`src/include/ufc_params.svh`:
```
// Timing, width and sizing constants for the user flow control channel.
// Assumes inclusion by bare name from the package and from every design file.
`ifndef UFC_CHANNEL_PARAMS_SVH
`define UFC_CHANNEL_PARAMS_SVH

// Lane geometry
`define UFC_LANES 1
`define UFC_LANE_BITS 64
`define UFC_LANE_BYTES 8

// Message sizing
`define UFC_SIZE_W 8
`define UFC_COUNT_W 9
`define UFC_MAX_BYTES 256
`define UFC_SIZE_OFFSET 9'h001

// Transmit buffer depth in words
`define UFC_FIFO_DEPTH 8

`endif

```
`src/include/ufc_pkg.sv`:
```
// Shared types of the user flow control channel.
// Assumes nothing beyond the parameter header.
`include "ufc_params.svh"

package ufc_pkg;

  // Transmit sequencing states
  typedef enum logic [1:0] {
    TX_IDLE = 2'b00,
    TX_HEADER = 2'b01,
    TX_DATA = 2'b10
  } tx_state_e;

  // Kind of block offered to the lane each cycle
  typedef enum logic [1:0] {
    BLK_NONE = 2'b00,
    BLK_HEADER = 2'b01,
    BLK_DATA = 2'b10,
    BLK_IDLE = 2'b11
  } blk_kind_e;

endpackage

```
`src/hdl/user_flow_control_channel.sv`:
```
// User flow control side channel: transmit sequencer, buffer and receive framer.
// Assumes user-side inputs synchronous to sys_clk and a lane that takes one
// block per cycle while linkReady is high.
//
// Summary of operation
// - Receive payload bus is 64 bits per lane
// - Last marks final word of each message
// - Final word keep: one bit per byte
// - In-progress flag low during reception
// - Regular ready low; message ready until complete
// - Idle blocks fill gaps in message valid
// - Higher-priority operations drop message ready
// - One header cycle with both readies low
// - One-word message: valid and last together
// - Size code is byte count minus one
// - Message ready two cycles after request
// - Partial final beat uses leftmost bytes
`timescale 1ns/10ps
`include "ufc_params.svh"

module user_flow_control_channel #(
  parameter int LANES = `UFC_LANES,
  parameter int FIFO_DEPTH = `UFC_FIFO_DEPTH
) (
  input wire logic sys_clk, // System clock, 20 MHz
  input wire logic resetn, // Asynchronous reset, active low
  input wire logic msgReq, // One-cycle message request
  input wire logic [`UFC_SIZE_W-1:0] msg_size_code, // Byte count minus one
  input wire logic [`UFC_LANE_BITS*LANES-1:0] txMsgData, // Message payload
  input wire logic txMsgValid, // Payload valid
  output logic txMsgReady, // Payload accepted when valid
  output logic regularDataReady, // Regular data may flow
  input wire logic clock_compensation, // Clock compensation in progress
  input wire logic channel_bonding, // Channel bonding in progress
  input wire logic nfcBusy, // Native flow control in progress
  input wire logic linkReady, // Lane takes a block this cycle
  output logic [1:0] txBlkKind, // Block kind offered to lane
  output logic [`UFC_LANE_BITS*LANES-1:0] txBlkData, // Block payload
  output logic [`UFC_LANE_BYTES*LANES-1:0] txBlkKeep, // Valid bytes of block
  output logic txBlkLast, // Final data block of message
  input wire logic rxHdrValid, // Received header block
  input wire logic [`UFC_SIZE_W-1:0] rxHdrSize, // Received size code
  input wire logic rxDataValid, // Received data block
  input wire logic [`UFC_LANE_BITS*LANES-1:0] rxData, // Received block payload
  output logic [`UFC_LANE_BITS*LANES-1:0] rxMsgData, // Receive payload
  output logic rxMsgValid, // Receive payload valid
  output logic rxMsgLast, // Receive final word
  output logic [`UFC_LANE_BYTES*LANES-1:0] rxMsgKeep, // Receive valid bytes
  output logic rxInProgressN // Low while receiving
);

  // ------------------------------------------------------------------
  // Widths and local types
  // ------------------------------------------------------------------

  localparam int DW = `UFC_LANE_BITS * LANES;
  localparam int KW = `UFC_LANE_BYTES * LANES;
  localparam int FW = DW + KW + 1;
  localparam logic [`UFC_COUNT_W-1:0] BUS_BYTES = `UFC_COUNT_W'(KW);

  typedef struct packed {
    ufc_pkg::tx_state_e state;
    logic [`UFC_COUNT_W-1:0] remBytes;
    logic [`UFC_SIZE_W-1:0] sizeCode;
    ufc_pkg::blk_kind_e kind;
    logic [DW-1:0] data;
    logic [KW-1:0] keep;
    logic last;
  } tx_s;

  tx_s tx_ff;
  tx_s nxt_tx;
  logic hiPri;
  logic accept;
  logic finalBeat;
  logic [KW-1:0] beatKeep;
  logic [KW-1:0] lastKeep;
  logic fifoInReady;
  logic fifoOutValid;
  logic fifoOutReady;
  logic [FW-1:0] fifoInData;
  logic [FW-1:0] fifoOutData;
  logic hdrSent;
  logic bypass;
  logic fifoInValid;

  // ------------------------------------------------------------------
  // Handshake terms
  // ------------------------------------------------------------------

  // Any higher-priority lane operation
  assign hiPri = clock_compensation || channel_bonding || nfcBusy;

  assign txMsgReady = (tx_ff.state == ufc_pkg::TX_DATA) && !hiPri && fifoInReady;

  assign regularDataReady = (tx_ff.state == ufc_pkg::TX_IDLE) && !msgReq && !hiPri
    && !fifoOutValid;

  assign accept = txMsgReady && txMsgValid;
  assign finalBeat = (tx_ff.remBytes <= BUS_BYTES);

  // Drain the buffer only when the lane takes a block for this channel
  assign fifoOutReady = linkReady && !hiPri;

  // Empty buffer and free lane: the beat goes straight out, no dead idle slot
  assign bypass = accept && !fifoOutValid && linkReady;
  assign fifoInValid = accept && !bypass;

  // Header leaves once older buffered data has gone
  assign hdrSent = (tx_ff.state == ufc_pkg::TX_HEADER) && linkReady && !hiPri
    && !fifoOutValid;

  // ------------------------------------------------------------------
  // Final beat byte selection
  // ------------------------------------------------------------------

  // Leftmost bytes of a partial final beat
  genvar i;
  generate
    for (i = 0; i < KW; i++)
    begin : g_keep
      assign lastKeep[i] = (int'(tx_ff.remBytes) + i >= KW);
    end
  endgenerate

  assign beatKeep = finalBeat ? lastKeep : '1;
  assign fifoInData = {finalBeat, beatKeep, txMsgData};

  // ------------------------------------------------------------------
  // Transmit sequencer and lane block register
  // ------------------------------------------------------------------

  // Next state of the sequencer and the block offered to the lane
  always_comb
  begin
    nxt_tx = tx_ff;
    unique case (tx_ff.state)
      ufc_pkg::TX_IDLE:
      begin
        if (msgReq)
        begin
          nxt_tx.sizeCode = msg_size_code;
          nxt_tx.remBytes = {1'b0, msg_size_code} + `UFC_SIZE_OFFSET;
          nxt_tx.state = ufc_pkg::TX_HEADER;
        end
      end
      ufc_pkg::TX_HEADER:
      begin
        if (hdrSent)
        begin
          nxt_tx.state = ufc_pkg::TX_DATA;
        end
      end
      ufc_pkg::TX_DATA:
      begin
        if (accept)
        begin
          if (finalBeat)
          begin
            nxt_tx.state = ufc_pkg::TX_IDLE;
          end
          else
          begin
            nxt_tx.remBytes = tx_ff.remBytes - BUS_BYTES;
          end
        end
      end
      default:
      begin
        nxt_tx.state = ufc_pkg::TX_IDLE;
      end
    endcase

    // Lane block chosen only on cycles the lane takes one
    if (linkReady)
    begin
      nxt_tx.data = '0;
      nxt_tx.keep = '0;
      nxt_tx.last = 1'b0;
      if (hiPri)
      begin
        nxt_tx.kind = ufc_pkg::BLK_NONE;
      end
      else if (fifoOutValid)
      begin
        nxt_tx.kind = ufc_pkg::BLK_DATA;
        nxt_tx.data = fifoOutData[DW-1:0];
        nxt_tx.keep = fifoOutData[DW+KW-1:DW];
        nxt_tx.last = fifoOutData[FW-1];
      end
      else if (bypass)
      begin
        nxt_tx.kind = ufc_pkg::BLK_DATA;
        nxt_tx.data = fifoInData[DW-1:0];
        nxt_tx.keep = fifoInData[DW+KW-1:DW];
        nxt_tx.last = fifoInData[FW-1];
      end
      else if (tx_ff.state == ufc_pkg::TX_HEADER)
      begin
        nxt_tx.kind = ufc_pkg::BLK_HEADER;
        nxt_tx.data = DW'(tx_ff.sizeCode);
      end
      else if (tx_ff.state == ufc_pkg::TX_DATA)
      begin
        nxt_tx.kind = ufc_pkg::BLK_IDLE;
      end
      else
      begin
        nxt_tx.kind = ufc_pkg::BLK_NONE;
      end
    end
  end

  // Sequencer register
  always_ff @(posedge sys_clk or negedge resetn)
  begin
    if (!resetn)
    begin
      tx_ff <= '0;
    end
    else
    begin
      tx_ff <= nxt_tx;
    end
  end

  assign txBlkKind = tx_ff.kind;
  assign txBlkData = tx_ff.data;
  assign txBlkKeep = tx_ff.keep;
  assign txBlkLast = tx_ff.last;

  // ------------------------------------------------------------------
  // Transmit payload buffer
  // ------------------------------------------------------------------

  // Accepted beats wait here while the lane is held off
  ufc_fifo #(
    .WIDTH(FW),
    .DEPTH(FIFO_DEPTH)
  ) u_tx_fifo (
    .sys_clk(sys_clk),
    .resetn(resetn),
    .inData(fifoInData),
    .inValid(fifoInValid),
    .inReady(fifoInReady),
    .outData(fifoOutData),
    .outValid(fifoOutValid),
    .outReady(fifoOutReady)
  );

  // ------------------------------------------------------------------
  // Receive framer
  // ------------------------------------------------------------------

  // Incoming header and data blocks become the receive stream
  ufc_rx_framer #(
    .LANES(LANES)
  ) u_rx_framer (
    .sys_clk(sys_clk),
    .resetn(resetn),
    .rxHdrValid(rxHdrValid),
    .rxHdrSize(rxHdrSize),
    .rxDataValid(rxDataValid),
    .rxData(rxData),
    .rxMsgData(rxMsgData),
    .rxMsgValid(rxMsgValid),
    .rxMsgLast(rxMsgLast),
    .rxMsgKeep(rxMsgKeep),
    .rxInProgressN(rxInProgressN)
  );

endmodule

```
`src/hdl/ufc_fifo.sv`:
```
// Small synchronous FIFO with valid/ready on both sides.
// Assumes one clock and an asynchronous active-low reset.
`timescale 1ns/10ps
`include "ufc_params.svh"

module ufc_fifo #(
  parameter int WIDTH = 8,
  parameter int DEPTH = `UFC_FIFO_DEPTH
) (
  input wire logic sys_clk, // System clock
  input wire logic resetn, // Asynchronous reset, active low
  input wire logic [WIDTH-1:0] inData, // Write data
  input wire logic inValid, // Write request
  output logic inReady, // Not full
  output logic [WIDTH-1:0] outData, // Head word
  output logic outValid, // Not empty
  input wire logic outReady // Head consumed
);

  localparam int PTR_W = (DEPTH > 1) ? $clog2(DEPTH) : 1;
  localparam int CNT_W = $clog2(DEPTH + 1);
  localparam logic [PTR_W-1:0] LAST_PTR = PTR_W'(DEPTH - 1);
  localparam logic [CNT_W-1:0] FULL_CNT = CNT_W'(DEPTH);

  typedef struct packed {
    logic [DEPTH-1:0][WIDTH-1:0] mem;
    logic [PTR_W-1:0] wrPtr;
    logic [PTR_W-1:0] rdPtr;
    logic [CNT_W-1:0] count;
  } fifo_s;

  fifo_s fifo_ff;
  fifo_s nxt_fifo;
  logic doWrite;
  logic doRead;

  // Honest flags straight from the fill count
  assign inReady = (fifo_ff.count != FULL_CNT);
  assign outValid = (fifo_ff.count != '0);
  assign outData = fifo_ff.mem[fifo_ff.rdPtr];
  assign doWrite = inValid && inReady;
  assign doRead = outValid && outReady;

  // Pointer and count update with wrap at the last entry
  always_comb
  begin
    nxt_fifo = fifo_ff;
    if (doWrite)
    begin
      nxt_fifo.mem[fifo_ff.wrPtr] = inData;
      nxt_fifo.wrPtr = (fifo_ff.wrPtr == LAST_PTR) ? '0 : fifo_ff.wrPtr + 1'b1;
    end
    if (doRead)
    begin
      nxt_fifo.rdPtr = (fifo_ff.rdPtr == LAST_PTR) ? '0 : fifo_ff.rdPtr + 1'b1;
    end
    if (doWrite && !doRead)
    begin
      nxt_fifo.count = fifo_ff.count + 1'b1;
    end
    else if (doRead && !doWrite)
    begin
      nxt_fifo.count = fifo_ff.count - 1'b1;
    end
  end

  // State register
  always_ff @(posedge sys_clk or negedge resetn)
  begin
    if (!resetn)
    begin
      fifo_ff <= '0;
    end
    else
    begin
      fifo_ff <= nxt_fifo;
    end
  end

endmodule

```
`src/hdl/ufc_rx_framer.sv`:
```
// Receive side: turns decoded message header and data blocks into a stream.
// Assumes the lane decoder gives one header block before each message's data.
`timescale 1ns/10ps
`include "ufc_params.svh"

module ufc_rx_framer #(
  parameter int LANES = `UFC_LANES
) (
  input wire logic sys_clk, // System clock
  input wire logic resetn, // Asynchronous reset, active low
  input wire logic rxHdrValid, // Message header block received
  input wire logic [`UFC_SIZE_W-1:0] rxHdrSize, // Size code carried by header
  input wire logic rxDataValid, // Message data block received
  input wire logic [`UFC_LANE_BITS*LANES-1:0] rxData, // Data block payload
  output logic [`UFC_LANE_BITS*LANES-1:0] rxMsgData, // Message payload word
  output logic rxMsgValid, // Payload word valid
  output logic rxMsgLast, // Final word of message
  output logic [`UFC_LANE_BYTES*LANES-1:0] rxMsgKeep, // Valid byte lanes
  output logic rxInProgressN // Low while a message arrives
);

  localparam int DW = `UFC_LANE_BITS * LANES;
  localparam int KW = `UFC_LANE_BYTES * LANES;
  localparam logic [`UFC_COUNT_W-1:0] BUS_BYTES = `UFC_COUNT_W'(KW);

  typedef struct packed {
    logic inProgN;
    logic [`UFC_COUNT_W-1:0] remBytes;
    logic [DW-1:0] data;
    logic [KW-1:0] keep;
    logic valid;
    logic last;
  } rx_s;

  localparam rx_s RX_RESET = '{inProgN: 1'b1, default: '0};

  rx_s rx_ff;
  rx_s nxt_rx;
  logic [KW-1:0] lastKeep;
  logic finalWord;

  // Left-justified keep for a partial final word
  genvar i;
  generate
    for (i = 0; i < KW; i++)
    begin : g_keep
      assign lastKeep[i] = (int'(rx_ff.remBytes) + i >= KW);
    end
  endgenerate

  assign finalWord = (rx_ff.remBytes <= BUS_BYTES);

  // Header opens a message, data words count it down
  always_comb
  begin
    nxt_rx = rx_ff;
    nxt_rx.valid = 1'b0;
    nxt_rx.last = 1'b0;
    if (rxHdrValid)
    begin
      nxt_rx.remBytes = {1'b0, rxHdrSize} + `UFC_SIZE_OFFSET;
      nxt_rx.inProgN = 1'b0;
    end
    else if (rxDataValid && !rx_ff.inProgN)
    begin
      nxt_rx.data = rxData;
      nxt_rx.valid = 1'b1;
      nxt_rx.last = finalWord;
      nxt_rx.keep = finalWord ? lastKeep : '1;
      if (finalWord)
      begin
        nxt_rx.inProgN = 1'b1;
      end
      else
      begin
        nxt_rx.remBytes = rx_ff.remBytes - BUS_BYTES;
      end
    end
  end

  // State register
  always_ff @(posedge sys_clk or negedge resetn)
  begin
    if (!resetn)
    begin
      rx_ff <= RX_RESET;
    end
    else
    begin
      rx_ff <= nxt_rx;
    end
  end

  assign rxMsgData = rx_ff.data;
  assign rxMsgValid = rx_ff.valid;
  assign rxMsgLast = rx_ff.last;
  assign rxMsgKeep = rx_ff.keep;
  assign rxInProgressN = rx_ff.inProgN;

endmodule

```
`config.mk`:
```
export PLATFORM = sky130hd
export DESIGN_NAME = user_flow_control_channel
export DESIGN_NICKNAME = d
export VERILOG_FILES = /design/src/include/ufc_pkg.sv /design/src/hdl/user_flow_control_channel.sv /design/src/hdl/ufc_fifo.sv /design/src/hdl/ufc_rx_framer.sv
export VERILOG_INCLUDE_DIRS = /design/src /design/src/include
export SDC_FILE = /design/constraint.sdc
export NUM_CORES = 1
export LEC_CHECK = 0
export BUFFER_PORTS_ARGS = -buffer_cell sky130_fd_sc_hd__buf_4
export CORE_ASPECT_RATIO = 1.75
export CORE_MARGIN = 2
export CORE_UTILIZATION = 40
export CTS_CLUSTER_DIAMETER = 150
export CTS_CLUSTER_SIZE = 10
export DETAILED_ROUTE_END_ITERATION = 8
export GPL_TIMING_DRIVEN = 0
export PLACE_DENSITY = 0.61
export SKIP_CTS_REPAIR_TIMING = 1
export SLEW_MARGIN = 20
export SYNTH_ARGS = -nofsm -noshare
export SYNTH_HDL_FRONTEND = slang
export SYNTH_SLANG_ARGS = --single-unit
```
`constraint.sdc`:
```
create_clock -name sys_clk -period 3.5 [get_ports sys_clk]
set_clock_uncertainty 0.2 [all_clocks]
set_input_delay 0.35 -clock sys_clk [delete_from_list [all_inputs] [get_ports sys_clk]]
set_output_delay 0.35 -clock sys_clk [all_outputs]
set_load 0.1 [all_outputs]
```
==> results of run 1 <==
-- path summary, 6_finish.rpt --
kind / start / endpoint / slack (ps)
max in group asynchronous: resetn / txBlkData[31] / 1110
worst min register to register: u_rx_framer.rxMsgData[18] / u_rx_framer.rxMsgData[18] / 270
min in group sys_clk: txMsgValid / txBlkKind[0] / 100
worst max register to register: u_tx_fifo.fifo_ff[0] / u_tx_fifo.fifo_ff[3] / 190
worst max-delay path: u_tx_fifo.fifo_ff[0] / u_tx_fifo.fifo_ff[3] / 190
worst min-delay path: resetn / u_rx_framer.rx_ff[82] / 0.8
-- metal layers --
metal | track usage (%) | part of all wire, % | vias up
met5 | 0 | 0.057 | -
met4 | 7.40 | 2.8 | 8
met3 | 3.25 | 3.6 | 155
met2 | 36.8 | 53 | 509
met1 | 25.5 | 41 | 12300
li1 | - | - | 10900
-- cell families (layout without fill, tap and decap cells) --
family                   after synthesis  count (layout)  synth area share, %
flip-flops                           772             772                 53.0
XOR/XNOR                              28              28                0.672
AO/OA/AOI/OAI                        329             329                 5.33
multiplexers                         756             756                 27.6
adder cells (fa/ha/maj)               34              34                 1.19
buffers and inverters                356             923                 5.76
other                                  0               2                    0
AND/OR/NAND/NOR                      511             511                 6.48
-- cell usage in the layout, fill, tap and decap left out, types with 20 or more instances in the layout --
master | netlist | routed
nand3_1 | 22 | 22
buf_2 | 37 | 37
nor2b_1 | 64 | 64
buf_4 | 167 | 471
ha_1 | 33 | 33
xnor2_1 | 20 | 20
nand2_1 | 270 | 269
mux2i_1 | 76 | 76
clkbuf_16 | 0 | 90
clkbuf_1 | 93 | 90
dlygate4sd3_1 | 0 | 154
nor2_1 | 70 | 70
mux2_2 | 404 | 404
inv_1 | 28 | 28
dfrtp_1 | 771 | 771
mux2_1 | 130 | 130
a21oi_1 | 120 | 120
o21ai_0 | 116 | 116
nand2b_1 | 25 | 25
mux4_2 | 146 | 146
buf_1 | 19 | 20
-- worst register-to-register path: cells and delay by family (launching register included) --
| kind | cells | cell delay, ps |
|---|---|---|
| compound gates | 2 | 350 |
| fa+ha+maj | 2 | 510 |
| simple gates | 4 | 670 |
| xor+xnor | 2 | 290 |
| buf+inv | 3 | 720 |
| flops | 1 | 460 |
-- sequential cells by signal, summed over array words and instances (netlist names) --
name and cells:
u_tx_fifo.fifo_ff 594, txBlkData 64, u_rx_framer.rxMsgData 64, tx_ff 19
u_rx_framer.rx_ff 9, txBlkKeep 8, u_rx_framer.rxMsgKeep 8, txBlkKind 2
txBlkLast 1, u_rx_framer.rxInProgressN 1, u_rx_framer.rxMsgLast 1, u_rx_framer.rxMsgValid 1
-- power groups by stage --
stage               registers, mW  logic, mW  clock network, mW
global placement             10.5       7.20                  0
finish                       10.4       7.38               8.13
detailed placement           10.6       7.29                  0
global route                 10.5       7.91               8.70
CTS                          10.4       7.31               8.36
floorplan                    10.4       5.24                  0
-- per-stage QoR --
step	std cells	area, sq um	util [%]
after floorplan	2786	36500	-
after CTS	4383	42900	47.4
after global placement	4274	40200	44.5
after global routing	4539	44400	49.1
final	4539	44400	49.1
after detailed placement	4283	40500	44.8
-- cell type report --
type | count | share of cell area [%]
clock buffers | 95 | 5.11
flip-flops and latches | 772 | 43.5
diodes | 2 | 0.0113
clock inverters | 5 | 0.206
repair buffers | 467 | 9.18
well taps | 1184 | 3.33
plain buffers | 328 | 4.52
multi-input cells | 1658 | 33.9
inverters | 28 | 0.237
==> metrics.cfg, run 1 <==
[sta]
setup_viol = 0
fin_ws_ps = 190
worst_pin_slew_ps = 1260
drv_slew = 0
rsz0062_at_grt = yes
fin_crit_sh_pct = 94.6
relSlewSlack_pct = 15.9
min_period_ps = 3310
fmax_mhz = 302
hold_ws_ps = 0.818
finalHoldViolations = 0
finalSetupTns_ps = 0

[layout]
area_growth_pct = 21.8
num-fill-cells = 8032
multi_input_area_sq_um = 15100
drive_gt1_share_pct = 35.8
ff_latch_area_sq_um = 19300
nets = 3530

[floorplan]
ios = 306
start_util_pct = 40.3
coreArea_sq_um = 90400
die_w_microns = 232
die_h_microns = 403
rows = 146
die_area_sq_um = 93700

[power_and_ir_drop]
netSwitchingPower_mw = 8.53
pwr-share-clk_pct = 31.4
total_power_mw = 25.9
seqPwrFrac_pct = 40.2
power.density_nw_per_um2 = 583
intPower_mw = 17.4
p_leak_nw = 21.5
ir_drop_v = 0.000409
swShare_pct = 32.9
power_frac_comb_pct = 28.5

[synth]
yosys-top-cells-area = dfrtp_1, mux2_2, mux4_2
synth_most_common_cell = dfrtp_1
yosysSeqAreaShare_pct = 53.0
async_reset_ff_share_pct = 100
synth-main-ff-cell = dfrtp_1
synth_fp_nets = 2974
synth_area_sq_um = 36500
synth.distinct_cells = 74
yosysTopAreaCell = dfrtp_1
syn_inst = 2786
synth.top_cell.area_share_pct = 52.9
synth_edf_count = 0
syn_avg_cell_area_sq_um = 13.1
yosysWarningCount = 0
ys_top_cells_by_count = dfrtp_1, mux2_2, nand2_1
ys_ff_latch = 772

[critical_path]
cpPeakStageDelay_ps = 460
cp_max_fo = 10
end_kind = flop
timing_worst_setup_path_type = flop to flop
cp_top_family = buffers and inverters
rr_worst_depth = 13
cp_common_cell = ha_1
critPathSlowestCell = dfrtp_1
cp.depth = 13
critPathRequiredTime_ps = 3840
crit_buf_inv = 3
crit_path_start_kind = flop
path_cells = nor3_2 > nand2b_1 > nand2_4 > clkbuf_4 > buf_4 > ha_1 > inv_1 > ha_1 > a21o_1 > a21oi_1 > xnor2_1 > nor2_1 > xor2_1
arrival_ps = 3650

[clock_network]
cts_tree = built
clk_pin_slew_ps = 60
cts_root_buf = clkbuf_16
clk_latency_ps = 680
cts_htree_levels = 3
clock_tree.buffer_depth = 3
cts_sinks = 772
cts_inserted_buffers = 87

[routing]
vias = 23900
routedWlPerCell_microns = 21.3
drt-initial-drc-count = 1403
dr.pass1.iters = 5
ant_nets = 0
finalWirelength_mm = 96.6
drc = 0
avgViaCountPerCell = 5.26

[placement]
gp_congestion = 0.850
dp.final_hpwl_mm = 65.7
numPortBuffers = 304
dpl_worst_slack_ps = -1080

[grt]
grt_overflow_total = 0
grt_max_degree = 98
grt.total_usage_pct = 20.8
antenna_found_initial = 6
grt_pass1_wl_mm = 149
grt_pass1_vias = 24800

[run_status]
status = completed

[run]
cap_violations = 0

[min_path]
hold_path_class = input port to async pin

Note: power is estimated with default switching activity, not from simulation.
==> run 2, diff against run 1 <==
Settings changed: BUFFER_PORTS_ARGS -buffer_cell sky130_fd_sc_hd__buf_4 to -buffer_cell sky130_fd_sc_hd__clkbuf_2.
==> run 2 against run 1 <==
- the run now ends with negative hold slack left
- sequential share of layout area is 0.78 points higher
- critical path depth stayed put
- first-iteration DRC count is 11% lower
- critical endpoint unchanged
- die area stayed put
- count of clock-buffer cells in the layout stayed put
==> metrics.cfg, run 2 (synthesis results as in run 1) <==
[run_status]
status = finished, violations left
violations = negative hold slack

[sta]
rsz0062_at_grt = no
hold_ws_ps = -77.7  ; -78.5 ps
drv_slew = 0  ; unchanged
fmax_mhz = 303  ; +0.33%
finalHoldViolations = 1  ; +1
fin_ws_ps = 201  ; +11.0 ps
relSlewSlack_pct = 24.3  ; +8.5 points
worst_pin_slew_ps = 1130  ; -127 ps
setup_viol = 0  ; unchanged
min_period_ps = 3300  ; -11.0 ps
fin_crit_sh_pct = 94.2  ; -0.32 points

[layout]
ff_latch_area_sq_um = 19300  ; unchanged
drive_gt1_share_pct = 35.7  ; -0.049 points
area_growth_pct = 19.7
multi_input_area_sq_um = 15100  ; unchanged
final_cell_mix = dfrtp_1, mux2_2, clkbuf_2
final_util_pct = 48.3  ; -0.87 points
largest_register_ffs = 594  ; unchanged
regMostFlops = u_tx_fifo.fifo_ff
nets = 3529  ; -0.028%
final_common_cell = dfrtp_1
num-fill-cells = 8126  ; +1.2%

[clock_network]
cts_sinks = 772  ; unchanged
cts_root_buf = clkbuf_16
clk_pin_slew_ps = 60  ; about the same
cts_tree = built
clock_tree.buffer_depth = 3  ; unchanged
cts_htree_levels = 3  ; unchanged
cts_inserted_buffers = 87  ; unchanged
clk_latency_ps = 670  ; about the same

[routing]
drc = 0  ; unchanged
routedWlPerCell_microns = 21.2  ; -0.23%
vias = 23800  ; -0.29%
drt-initial-drc-count = 1254  ; -11%
avgViaCountPerCell = 5.24  ; -0.36%
dr.pass1.iters = 6  ; +1
ant_nets = 0  ; unchanged
finalWirelength_mm = 96.4  ; -0.16%

[floorplan]
die_h_microns = 403  ; unchanged
rows = 146  ; unchanged
start_util_pct = 40.3  ; unchanged
die_area_sq_um = 93700  ; unchanged
die_w_microns = 232  ; unchanged
ios = 306  ; unchanged
coreArea_sq_um = 90400  ; unchanged

[power_and_ir_drop]
power_frac_comb_pct = 28.1  ; -0.4 points
pwr-share-clk_pct = 31.4  ; about the same
p_leak_nw = 21.3  ; -1.1%
swShare_pct = 33.1  ; +0.21 points
netSwitchingPower_mw = 8.53  ; about the same
power.density_nw_per_um2 = 590  ; +1.1%
total_power_mw = 25.7  ; -0.70%
ir_drop_v = 0.000402  ; -1.5%
seqPwrFrac_pct = 40.4  ; +0.2 points
intPower_mw = 17.2  ; -1.0%

[grt]
grt.total_usage_pct = 20.8  ; about the same
grt_pass1_wl_mm = 149  ; +0.37%
grt_overflow_total = 0  ; unchanged
antenna_found_initial = 8  ; +2
grt_max_degree = 92  ; -6.1%
grt_pass1_vias = 24800  ; +0.11%

[critical_path]
crit_path_start_kind = flop
r2r_start = u_tx_fifo.fifo_ff[0]
end_kind = flop
crit_start = u_tx_fifo.fifo_ff[0]
critPathRequiredTime_ps = 3850  ; about the same
cp_max_fo = 10  ; unchanged
endpoint = u_tx_fifo.fifo_ff[3]
r2r_slack_ps = 200  ; about the same
r2r_end = u_tx_fifo.fifo_ff[3]
arrival_ps = 3650  ; about the same
rr_worst_depth = 13  ; unchanged
timing_worst_setup_path_type = flop to flop

[placement]
numPortBuffers = 304  ; unchanged
gp_congestion = 0.865  ; +1.7%
dpl_worst_slack_ps = -1000  ; +73.6 ps
dp.final_hpwl_mm = 65.5  ; -0.35%

[run]
cap_violations = 0  ; unchanged

[min_path]
hold_path_class = input port to flop
hold_start = rxHdrValid

[run 2: layout make-up]
class	instances	share of cell area, %
Multi-Input combinational cell	1658	34.5
Inverter	28	0.241
Sequential cell	772	44.3
Buffer	328	4.60
Tap cell	1184	3.39
Clock inverter	5	0.204
Timing Repair Buffer	466	7.58
Antenna cell	6	0.0344
Clock buffer	95	5.15
[run 2: routing by layer]
| layer | share of wire (%) | global-route usage, % | up-vias |
|---|---|---|---|
| li1 | - | - | 10900 |
| met3 | 3.6 | 3.15 | 161 |
| met2 | 53 | 37.0 | 500 |
| met1 | 41 | 25.5 | 12300 |
| met5 | 0.046 | 0 | - |
| met4 | 2.9 | 7.37 | 8 |
[run 2: worst min-delay path by stage]
stage,cells past startpoint,slack (ps),to
detailed placement,1,150,u_rx_framer.rx_ff[82]
CTS,1,-580,u_rx_framer.rx_ff[82]
global route,2,10,u_rx_framer.rx_ff[78]
floorplan,0,-150,txBlkData[0]
global placement,2,260,u_tx_fifo.fifo_ff[150]
finish,2,-80,u_rx_framer.rx_ff[78]
[run 2: metrics by stage]
stage | TNS [ps] | instances | instance area, sq um
floorplan | 0 | 2786 | 36500
global placement | - | 4274 | 39500
detailed placement | -2690 | 4283 | 39700
CTS | -2730 | 4383 | 42100
global route | 0 | 4540 | 43600
finish | 0 | 4542 | 43600
[run 2: critical path, cell delays in order (launching register included)]
cell	delay (ps)
dfrtp_1	460
nor3_2	260
nand2b_1	150
nand2_4	190
clkbuf_4	310
clkbuf_4	330
ha_1	240
inv_1	90
ha_1	270
a21o_1	170
a21oi_1	170
xnor2_1	140
nor2_1	70
xor2_1	140
[run 2: power groups by stage]
| stage | registers, mW | clock network (mW) | logic [mW] |
|---|---|---|---|
| floorplan | 10.4 | 0 | 5.24 |
| global placement | 10.6 | 0 | 7.06 |
| detailed placement | 10.6 | 0 | 7.15 |
| CTS | 10.4 | 8.34 | 7.17 |
| global route | 10.5 | 8.69 | 7.78 |
| finish | 10.4 | 8.09 | 7.24 |
